`config.mk`:
```
export PLATFORM = sky130hd
export DESIGN_NAME = xport_tx
export DESIGN_NICKNAME = d
export VERILOG_FILES = /design/src/xport_tx_pkg.sv /design/src/xport_tx.sv
export SDC_FILE = /design/constraint.sdc
export NUM_CORES = 1
export LEC_CHECK = 0
export ABC_AREA = 1
export BUFFER_PORTS_ARGS = -buffer_cell sky130_fd_sc_hd__buf_2
export CAP_MARGIN = 20
export CORE_ASPECT_RATIO = 0.9
export CORE_MARGIN = 4
export CORE_UTILIZATION = 30
export DETAILED_ROUTE_END_ITERATION = 12
export HOLD_SLACK_MARGIN = 0.05
export PLACE_DENSITY = 0.57
export SYNTH_ARGS = -nofsm -noshare
export SYNTH_HDL_FRONTEND = slang
export SYNTH_SLANG_ARGS = --single-unit
```
`constraint.sdc`:
```
create_clock -name clk_i -period 2.4 [get_ports clk_i]
set_input_delay 0.12 -clock clk_i [delete_from_list [all_inputs] [get_ports clk_i]]
set_output_delay 0.12 -clock clk_i [all_outputs]
set_load 0.02 [all_outputs]
```
`src/xport_tx_pkg.sv`:
```
// package for the host transport transmit sequencer: frame layouts,
// type codes, word counts and the carrier structs.
// assumes the link layer and the shadow/application logic share clk_i.
package xport_tx_pkg;

   // ----------------------------------------------------------------
   // frame type codes and flag fields
   // ----------------------------------------------------------------
   localparam logic [7:0] TYPE_REG_H2D = 8'h27;
   localparam logic [7:0] TYPE_DMA_SETUP = 8'h41;
   localparam logic [7:0] CTRL_FLAG_BYTE = 8'h00; // command flag cleared
   localparam int DIR_BIT_POS = 5;
   localparam int INTR_BIT_POS = 6;
   localparam int AUTO_BIT_POS = 7;
   localparam logic [31:0] RSVD_WORD = 32'h0000_0000;

   // ----------------------------------------------------------------
   // frame lengths in 32-bit words
   // ----------------------------------------------------------------
   localparam int IDX_W = 3;
   localparam logic [IDX_W-1:0] CTRL_LAST_IDX = 3'h4; // five words
   localparam logic [IDX_W-1:0] DMA_LAST_IDX = 3'h6; // seven words
   localparam logic [IDX_W-1:0] IDX_RESET = 3'h0;

   // ----------------------------------------------------------------
   // carriers
   // ----------------------------------------------------------------
   typedef struct packed {
      logic [7:0] command;
      logic [7:0] features;
      logic [7:0] features_exp;
      logic [47:0] lba;
      logic [7:0] device;
      logic [15:0] count;
      logic [7:0] icc;
      logic [7:0] control;
   } shadow_s;

   typedef struct packed {
      logic dir;      // 1: device to host
      logic intr;
      logic auto_act;
      logic [63:0] buf_id;
      logic [31:0] buf_off;
      logic [31:0] xfer_cnt;
   } dma_setup_s;

   typedef enum logic [2:0] {
      transport_idle,
      ctrl_frame_build,
      ctrl_frame_status_wait,
      dma_setup_build,
      dma_setup_status_wait
   } xport_state_e;

endpackage : xport_tx_pkg
```
`src/xport_tx.sv`:
```
// host transport transmit sequencer for the control register frame
// and the first-party dma setup frame.
// assumes the link layer, the shadow registers and the application
// layer all run on clk_i; no input needs synchronising.
//
// Contract
// - shadow control write starts control build
// - control frame built, command flag cleared
// - last control word sent, done, status wait
// - illegal transition report abandons any build
// - incoming frame abandons any build
// - status waits take link ending status
// - clean control status returns idle, delivered
// - errored status returns idle, frame pending
// - application dma request starts dma build
// - dma frame carries direction, id, offset, count, flag
// - last dma word sent, done, status wait
// - clean dma status returns idle, not pending
// - dma indication from idle triggers dma build
`timescale 1ns/1ps
module xport_tx (
   input wire logic clk_i,
   input wire logic rst_i,
   input wire logic ctrl_wr_i,
   input wire xport_tx_pkg::shadow_s shadow_i,
   input wire logic dma_req_i,
   input wire xport_tx_pkg::dma_setup_s dma_i,
   input wire logic tx_ready_i,
   input wire logic link_illegal_i,
   input wire logic link_rx_active_i,
   input wire logic status_valid_i,
   input wire logic status_err_i,
   output logic tx_req_o,
   output logic tx_valid_o,
   output logic [31:0] tx_data_o,
   output logic tx_done_o,
   output logic ctrl_pending_o,
   output logic dma_pending_o,
   output logic status_chk_o,
   output logic status_err_o,
   output xport_tx_pkg::xport_state_e state_o
);

   // ----------------------------------------------------------------
   // state and storage
   // ----------------------------------------------------------------
   xport_tx_pkg::xport_state_e state_q, state_d;
   xport_tx_pkg::shadow_s shadow_q;
   xport_tx_pkg::dma_setup_s dma_q;
   logic [xport_tx_pkg::IDX_W-1:0] idx_q, idx_d;
   logic [31:0] data_d;
   logic valid_d, req_d, done_d;
   logic ctrl_pend_q, ctrl_pend_d, dma_pend_q, dma_pend_d;
   logic chk_q, err_q;

   // ----------------------------------------------------------------
   // frame words
   // ----------------------------------------------------------------
   logic [31:0] ctrl_w [0:4];
   logic [31:0] dma_w [0:6];
   logic [7:0] dma_flags;

   // a request taken this cycle already shapes the first word, since the
   // held copy only updates on the same edge that launches that word
   wire xport_tx_pkg::shadow_s shadow_src = ctrl_wr_i ? shadow_i : shadow_q;
   wire xport_tx_pkg::dma_setup_s dma_src = dma_req_i ? dma_i : dma_q;

   // register frame from the shadow copy, command flag clear
   assign ctrl_w[0] = {shadow_src.features, shadow_src.command,
                       xport_tx_pkg::CTRL_FLAG_BYTE,
                       xport_tx_pkg::TYPE_REG_H2D};
   assign ctrl_w[1] = {shadow_src.device, shadow_src.lba[23:0]};
   assign ctrl_w[2] = {shadow_src.features_exp, shadow_src.lba[47:24]};
   assign ctrl_w[3] = {shadow_src.control, shadow_src.icc, shadow_src.count};
   assign ctrl_w[4] = xport_tx_pkg::RSVD_WORD;

   // dma setup frame from the application copy
   always_comb begin
      dma_flags = 8'h00;
      dma_flags[xport_tx_pkg::DIR_BIT_POS] = dma_src.dir;
      dma_flags[xport_tx_pkg::INTR_BIT_POS] = dma_src.intr;
      dma_flags[xport_tx_pkg::AUTO_BIT_POS] = dma_src.auto_act;
   end
   assign dma_w[0] = {16'h0000, dma_flags, xport_tx_pkg::TYPE_DMA_SETUP};
   assign dma_w[1] = dma_src.buf_id[31:0];
   assign dma_w[2] = dma_src.buf_id[63:32];
   assign dma_w[3] = xport_tx_pkg::RSVD_WORD;
   assign dma_w[4] = dma_src.buf_off;
   assign dma_w[5] = dma_src.xfer_cnt;
   assign dma_w[6] = xport_tx_pkg::RSVD_WORD;

   // ----------------------------------------------------------------
   // decode
   // ----------------------------------------------------------------
   wire in_build = (state_q == xport_tx_pkg::ctrl_frame_build) ||
                   (state_q == xport_tx_pkg::dma_setup_build);
   wire in_wait = (state_q == xport_tx_pkg::ctrl_frame_status_wait) ||
                  (state_q == xport_tx_pkg::dma_setup_status_wait);
   wire abort = in_build && (link_illegal_i || link_rx_active_i);
   wire accept = in_build && tx_valid_o && tx_ready_i && !abort;
   wire last_idx = (state_q == xport_tx_pkg::ctrl_frame_build) ?
                   (idx_q == xport_tx_pkg::CTRL_LAST_IDX) :
                   (idx_q == xport_tx_pkg::DMA_LAST_IDX);
   wire status_ok = in_wait && status_valid_i && !status_err_i;
   wire status_bad = in_wait && status_valid_i && status_err_i;
   wire start_ctrl = (state_q == xport_tx_pkg::transport_idle) &&
                     (ctrl_wr_i || ctrl_pend_q);
   wire start_dma = (state_q == xport_tx_pkg::transport_idle) &&
                    !start_ctrl && (dma_req_i || dma_pend_q);

   // ----------------------------------------------------------------
   // next state
   // ----------------------------------------------------------------
   always_comb begin
      state_d = state_q;
      idx_d = idx_q;
      case (state_q)
         xport_tx_pkg::transport_idle: begin
            idx_d = xport_tx_pkg::IDX_RESET;
            if (start_ctrl) begin
               state_d = xport_tx_pkg::ctrl_frame_build;
            end else if (start_dma) begin
               state_d = xport_tx_pkg::dma_setup_build;
            end
         end
         xport_tx_pkg::ctrl_frame_build: begin
            if (abort) begin
               state_d = xport_tx_pkg::transport_idle;
            end else if (accept && last_idx) begin
               state_d = xport_tx_pkg::ctrl_frame_status_wait;
            end else if (accept) begin
               idx_d = idx_q + 3'h1;
            end
         end
         xport_tx_pkg::dma_setup_build: begin
            if (abort) begin
               state_d = xport_tx_pkg::transport_idle;
            end else if (accept && last_idx) begin
               state_d = xport_tx_pkg::dma_setup_status_wait;
            end else if (accept) begin
               idx_d = idx_q + 3'h1;
            end
         end
         xport_tx_pkg::ctrl_frame_status_wait,
         xport_tx_pkg::dma_setup_status_wait: begin
            if (status_valid_i) begin
               state_d = xport_tx_pkg::transport_idle;
            end
         end
         default: begin
            state_d = xport_tx_pkg::transport_idle;
         end
      endcase
   end

   // link-side outputs for the next cycle
   wire next_build = (state_d == xport_tx_pkg::ctrl_frame_build) ||
                     (state_d == xport_tx_pkg::dma_setup_build);
   assign valid_d = next_build;
   assign req_d = next_build;
   assign done_d = accept && last_idx;
   assign data_d = !next_build ? xport_tx_pkg::RSVD_WORD :
                   (state_d == xport_tx_pkg::ctrl_frame_build) ? ctrl_w[idx_d] :
                   dma_w[idx_d];

   // pending flags: a new request wins over a success clear
   assign ctrl_pend_d = ctrl_wr_i ? 1'b1 :
                        (status_ok && state_q == xport_tx_pkg::ctrl_frame_status_wait) ?
                        1'b0 : ctrl_pend_q;
   assign dma_pend_d = dma_req_i ? 1'b1 :
                       (status_ok && state_q == xport_tx_pkg::dma_setup_status_wait) ?
                       1'b0 : dma_pend_q;

   // ----------------------------------------------------------------
   // registers
   // ----------------------------------------------------------------
   // sequencer and link outputs
   always_ff @(posedge clk_i) begin
      if (rst_i) begin
         state_q <= xport_tx_pkg::transport_idle;
         idx_q <= xport_tx_pkg::IDX_RESET;
         tx_valid_o <= 1'b0;
         tx_req_o <= 1'b0;
         tx_done_o <= 1'b0;
         tx_data_o <= xport_tx_pkg::RSVD_WORD;
      end else begin
         state_q <= state_d;
         idx_q <= idx_d;
         tx_valid_o <= valid_d;
         tx_req_o <= req_d;
         tx_done_o <= done_d;
         tx_data_o <= data_d;
      end
   end

   // frame contents held until superseded by a new request
   always_ff @(posedge clk_i) begin
      if (rst_i) begin
         shadow_q <= '0;
         dma_q <= '0;
      end else begin
         if (ctrl_wr_i) begin
            shadow_q <= shadow_i;
         end
         if (dma_req_i) begin
            dma_q <= dma_i;
         end
      end
   end

   // pending marks and status outcome
   always_ff @(posedge clk_i) begin
      if (rst_i) begin
         ctrl_pend_q <= 1'b0;
         dma_pend_q <= 1'b0;
         chk_q <= 1'b0;
         err_q <= 1'b0;
      end else begin
         ctrl_pend_q <= ctrl_pend_d;
         dma_pend_q <= dma_pend_d;
         chk_q <= in_wait && status_valid_i;
         if (in_wait && status_valid_i) begin
            err_q <= status_bad;
         end
      end
   end

   assign ctrl_pending_o = ctrl_pend_q;
   assign dma_pending_o = dma_pend_q;
   assign status_chk_o = chk_q;
   assign status_err_o = err_q;
   assign state_o = state_q;
endmodule : xport_tx

```
== Word-level counts from Yosys, hierarchy flattened ==
Index checks and enable logic that the tools add are counted.
Widths: inputs -> output; s select.

* Register bits after elaboration: 287

* Add/sub/neg operators: 1
* $lt $le $gt $ge: 1
* Equality and inequality tests: 8
* Multiplexer cells: 26
* Bitwise operators: 2
* Reduce and logical (&&, ||, !) cells: 28

{| class="wikitable"
|+ Operator list
! cell !! number
|-
| $bmux 32 s3 || 2
|-
| $mux 32 || 5
|-
| $mux 131 || 1
|-
| $mux 112 || 1
|-
| $mux 3 || 10
|-
| $logic_and 1x1->1 || 13
|-
| $pmux 3 s4 || 1
|-
| $eq 3x2->1 const B || 3
|-
| $eq 3x3->1 const B || 3
|-
| $eq 3x1->1 const B || 2
|-
| $logic_or 1x1->1 || 6
|-
| $pmux 3 s2 || 1
|-
| $reduce_or 2->1 || 3
|-
| $mux 1 || 5
|-
| $ge 4x4->1 const B || 1
|-
| $not 3->4 || 1
|-
| $reduce_bool 2->1 || 2
|-
| $add 3x1->3 const B || 1
|-
| $logic_not 1->1 || 3
|-
| $logic_not 3->1 || 1
|-
| $not 1->1 || 1
|}

== Longest topological paths before layout ==
* Depth after elaboration: 14
* Gate-level depth with buffers: 16
* Gate-level depth less buffers: 15

== Worst setup path after synthesis ==
OpenSTA, ideal clock, no wires.

* Path type: register to register
* Start: register state_q[0], in the netlist state_o[0]
* End: register tx_data_o[30]
* Setup time: 0.132 ns
* Arrival: 1.979 ns
* Setup slack: 0.289 ns
* Cell stages (with the launch flop): 16
* Buffers on the path: 2
* Period minus slack after synthesis: 2.111 ns
* Cell sequence: dfxtp_1 > inv_2 > nor2_4 > nand2_2 > nor2_4 > nand4_4 > nand2_1 > nand2_1 > nand2_1 > buf_4 > buf_2 > nand2_1 > nand3_1 > nand2_1 > nand2_1 > a21oi_1

* Longest elaborated chain between the ends: 14
* Elaborated cells between the ends (all ways): 44
* Those cells by class: eq/ne: 6; mux: 20; bitwise: 2; reduce/logical: 16

{| class="wikitable"
|+ Ends and longest elaborated chain
! what !! line !! source
|-
| start, declared || xport_tx.sv:47 || <nowiki>xport_tx_pkg::xport_state_e state_q, state_d;</nowiki>
|-
| start signal, assigned || xport_tx.sv:180 || <nowiki>state_q <= xport_tx_pkg::transport_idle;</nowiki>
|-
| start signal, assigned || xport_tx.sv:187 || <nowiki>state_q <= state_d;</nowiki>
|-
| $eq 3x1->1 / $eq 3x2->1 (equally long branches) || - ||
|-
| $logic_or 1x1->1 || xport_tx.sv:95 || <nowiki>wire in_build = (state_q == xport_tx_pkg::ctrl_frame_build) ||</nowiki>
|-
| $logic_and 1x1->1 (on tied branches) || xport_tx.sv:100, xport_tx.sv:99 ||
|-
| $logic_and 1x1->1 / $logic_not 1->1 (equally long branches) || xport_tx.sv:100 || <nowiki>wire accept = in_build && tx_valid_o && tx_ready_i && !abort;</nowiki>
|-
| $logic_and 1x1->1 || xport_tx.sv:100 ||
|-
| $mux 3 / $logic_and 1x1->1 (equally long branches) || - ||
|-
| $mux 3 || xport_tx.sv:138 || <nowiki>end else if (accept && last_idx) begin</nowiki>
|-
| $mux 3 || xport_tx.sv:136 || <nowiki>if (abort) begin</nowiki>
|-
| $pmux 3 s2 || xport_tx.sv:117 || <nowiki>case (state_q)</nowiki>
|-
| $not 3->4 (not written as such) || xport_tx.sv:163, xport_tx.sv:164 ||
|-
| $bmux 32 s3 (on tied branches) || xport_tx.sv:164, xport_tx.sv:163 ||
|-
| $mux 32 (on tied branches) (2 in a row) || xport_tx.sv:164, xport_tx.sv:163 ||
|-
| $mux 32 || xport_tx.sv:163 || <nowiki>(state_d == xport_tx_pkg::ctrl_frame_build) ? ctrl_w[idx_d] :</nowiki>
|-
| end signal, assigned || xport_tx.sv:185 || <nowiki>tx_data_o <= xport_tx_pkg::RSVD_WORD;</nowiki>
|-
| end signal, assigned || xport_tx.sv:192 || <nowiki>tx_data_o <= data_d;</nowiki>
|-
| end, declared || xport_tx.sv:35 || <nowiki>output logic [31:0] tx_data_o,</nowiki>
|}

Several ways; a longest one is shown, not always the timed one. The select of a mux whose other input is x is not followed.
A chain may end at the register's enable or synchronous reset.

== Worst setup path in the final report ==
* Start: register state_q[2], in the netlist state_o[2]
* End: register tx_data_o[1]

Same word-level chain as after synthesis.

==> flow_summary.yaml <==
run_status:
  run_status: "complete, no violations"
floorplanning:
  die_h_um: 204
  initial_core_util_pct: 30.5
  die_area_um2: 46000
  fp-row-count: 71
  dieWidth_um: 226
  core_um2: 41900
  io_pins: 294
synthesis:
  syn_inst: 1654
  synthFlopType: "dfxtp_1"
  synth_edf_count: 0
  synth_top_cell_by_area: "dfxtp_1"
  synthTopCellsByArea: "dfxtp_1, mux2i_1, nand2_1, nor2_1, o21ai_0"
  ys_seq_area_share_pct: 45.0
  synth_top_area_share_pct: 45.0
  avgSynthCellArea_um2: 7.73
  ys_seq_elements: 287
  syn-cell-area_um2: 12800
  synthArstFlopShare_pct: 0
  synth_fp_nets: 1907
  ys_types: 35
  yosys_warnings: 0
clock_network:
  cts-htree-levels: 2
  clkTransAtPathRegs_ps: 60
  cts_root_buf: "clkbuf_16"
  clock_latency_ps: 540
  clk_path_buf_depth: 3
  clock-sinks: 287
  cts_tree: "done"
  cts_buffers: 35
global_route:
  grt-ovfl-total: 0
  grt_usage_pct: 19.9
  grt_max_degree: 85
  grt_pass1_wl_um: 72000
  grt_pass1_vias: 13000
  antenna_found_initial: 7
drt:
  drt-wirelength-per-cell_um: 17.4
  routed_wl_um: 48100
  via_per_inst: 4.65
  drcViolationCount: 0
  dr.pass1.iters: 5
  ant_nets: 0
  drt-initial-drc-count: 887
  vias: 12900
timing:
  tns_ps: 0
  rsz0062_at_grt: "true"
  fmax_mhz: 418
  hold_violations: 0
  worstMarginPinSlew_ps: 645
  relSlewSlack_pct: 57.0
  maxSlewViolCount: 0
  timing.final.crit_share_pct: 99.6
  fin_skew_ps: 21.9
  fin_crit_ps: 2390
  setup-violations-final: 0
place:
  hpwlAfterDp_um: 31500
  gp_congestion: 0.886
  port_buffers: 293
worst_setup_path:
  cp_slowest_cell: "dfxtp_2"
  path_common_cell: "nand2_1"
  critPathMaxFanout: 7
  endpoint_kind: "register"
  start_kind: "register"
  critical_path_class: "reg2reg"
  worst-path-buf-inv: 2
  arrival_ps: 2840
  critPathRequiredTime_ps: 2850
  cpLargestDelayFamily: "simple AND/OR/NAND/NOR gates"
  reg2reg_slack_ps: 10
  crit_path_cell_trace: "nor2_4 > nand2_4 > nor2_4 > nand4_4 > nand3_2 > nand2_1 > o21ai_4 > inv_4 > nor2_4 > buf_12 > nand2_1 > nand2_1 > nand2_1 > a21oi_1"
  slowest_delay_ps: 360
power_and_ir_drop:
  vdd_drop_max_uv: 557
  p_total_mw: 12.9
  power.density_nw_per_um2: 674
  p_leak_nw: 9.27
flow_run:
  drv_cap: 0
layout:
  fin_nets: 2447
  drive_gt1_share_pct: 21.9
  area_delta_synth_final_pct: 50.0
  n_fill_cell: 4089
hold_path:
  hp-class: "in2reg"
worst register-to-register path, stage by stage, from the launching register on:
cell and delay [ps]:
dfxtp_2 360, nor2_4 200, nand2_4 90, nor2_4 190, nand4_4 190, nand3_2 120, nand2_1 90, o21ai_4 110
inv_4 100, nor2_4 270, buf_12 180, nand2_1 50, nand2_1 80, nand2_1 120, a21oi_1 150
sequential cells by signal, indices dropped and copies added (netlist names):
register / flops
ctrl_pending_o: 1
dma_pending_o: 1
dma_q: 131
idx_q: 3
shadow_q: 112
state_o: 3
status_chk_o: 1
status_err_o: 1
tx_data_o: 32
tx_done_o: 1
tx_valid_o: 1
per-stage QoR:
step	area (um^2)	hold slack (ps)	instances	util, %	setup slack [ps]
2_1_floorplan	12800	217	1654	-	289
3_3_place_gp	15000	374	2427	35.8	82.8
3_5_place_dp	15000	386	2427	35.8	-27.1
4_1_cts	18900	50.2	2751	45.1	3.95
5_1_grt	19200	77.0	2768	45.7	-85.1
6_report	19200	70.6	2769	45.7	9.76
cells by family after synthesis:
kind of cell               after synthesis  share of synthesized area, %
and+or+nand+nor                        859                          27.6
AOI/OAI and AO/OA                      142                          6.03
muxes                                  200                          15.7
buffers and inverters                  165                          5.69
DFF                                    287                          45.0
adders and majority gates                1                        0.0979
cells in the mapped netlist (2+ instances only):
master	instances
nand3_1	68
inv_1	44
nand3_2	2
mux2i_1	200
or2_0	2
buf_6	3
nor2_4	4
buf_4	11
inv_2	6
a211oi_1	3
dfxtp_1	287
o21ai_0	78
clkbuf_1	55
or2_1	2
buf_1	10
nor3_1	2
or2_2	45
nand2_1	407
nor2_1	317
a21oi_1	50
o211ai_1	4
buf_2	35
nand4_1	5
o211ai_2	3
per-layer routing:
| layer | share of wire (%) | GRT usage [%] | vias to the layer above |
|---|---|---|---|
| li1 | - | - | 6385 |
| met1 | 42 | 24.7 | 5959 |
| met2 | 48 | 34.2 | 412 |
| met3 | 6.8 | 4.72 | 102 |
| met4 | 3.1 | 6.65 | 8 |
| met5 | 0.089 | 0 | - |
final cells by class:
cell class	count	area, um^2	area share [%]
multi-input cells	1202	6380	33.3
flip-flops and latches	287	5750	30.0
inverters	51	194	1.01
clock inverters	9	199	1.04
diodes	3	7.51	0.0392
clock buffers	53	1060	5.51
repair buffers	617	4890	25.5
well taps	547	684	3.57
what timing repair did:
action	CTS	global route
endpoints found under the setup margin	6	32
setup buffers	0	12
cloned	0	3
resized for setup	3	20
pin swaps	1	5
endpoints found under the hold margin	255	0
hold buffers	262	0
path summary, 6_finish.rpt:
check          startpoint  cells past startpoint            to
max            state_o[2]                     14  tx_data_o[1]
min             ctrl_wr_i                      3  shadow_q[77]
max reg2reg    state_o[2]                     14  tx_data_o[1]
min reg2reg  status_err_o                      2  status_err_o
layout by cell type (no fill, tap or decap), drive strengths merged, types with 4 or more instances in the layout:
cell         count
nand3           70
buf            351
o211ai           7
mux2i          200
bufinv           6
nand2          409
o21ai           80
inv             50
nand4            6
nor2           322
a21oi           50
or2             49
dlygate4sd3    262
clkbuf          57
clkinv           4
dfxtp          287
power by group:
part | internal, mW | switching [mW]
Clock | 3.68 | 2.11
Sequential | 5.05 | 0.0790
Combinational | 0.946 | 1.06
Power figures use the tool's default switching activity.
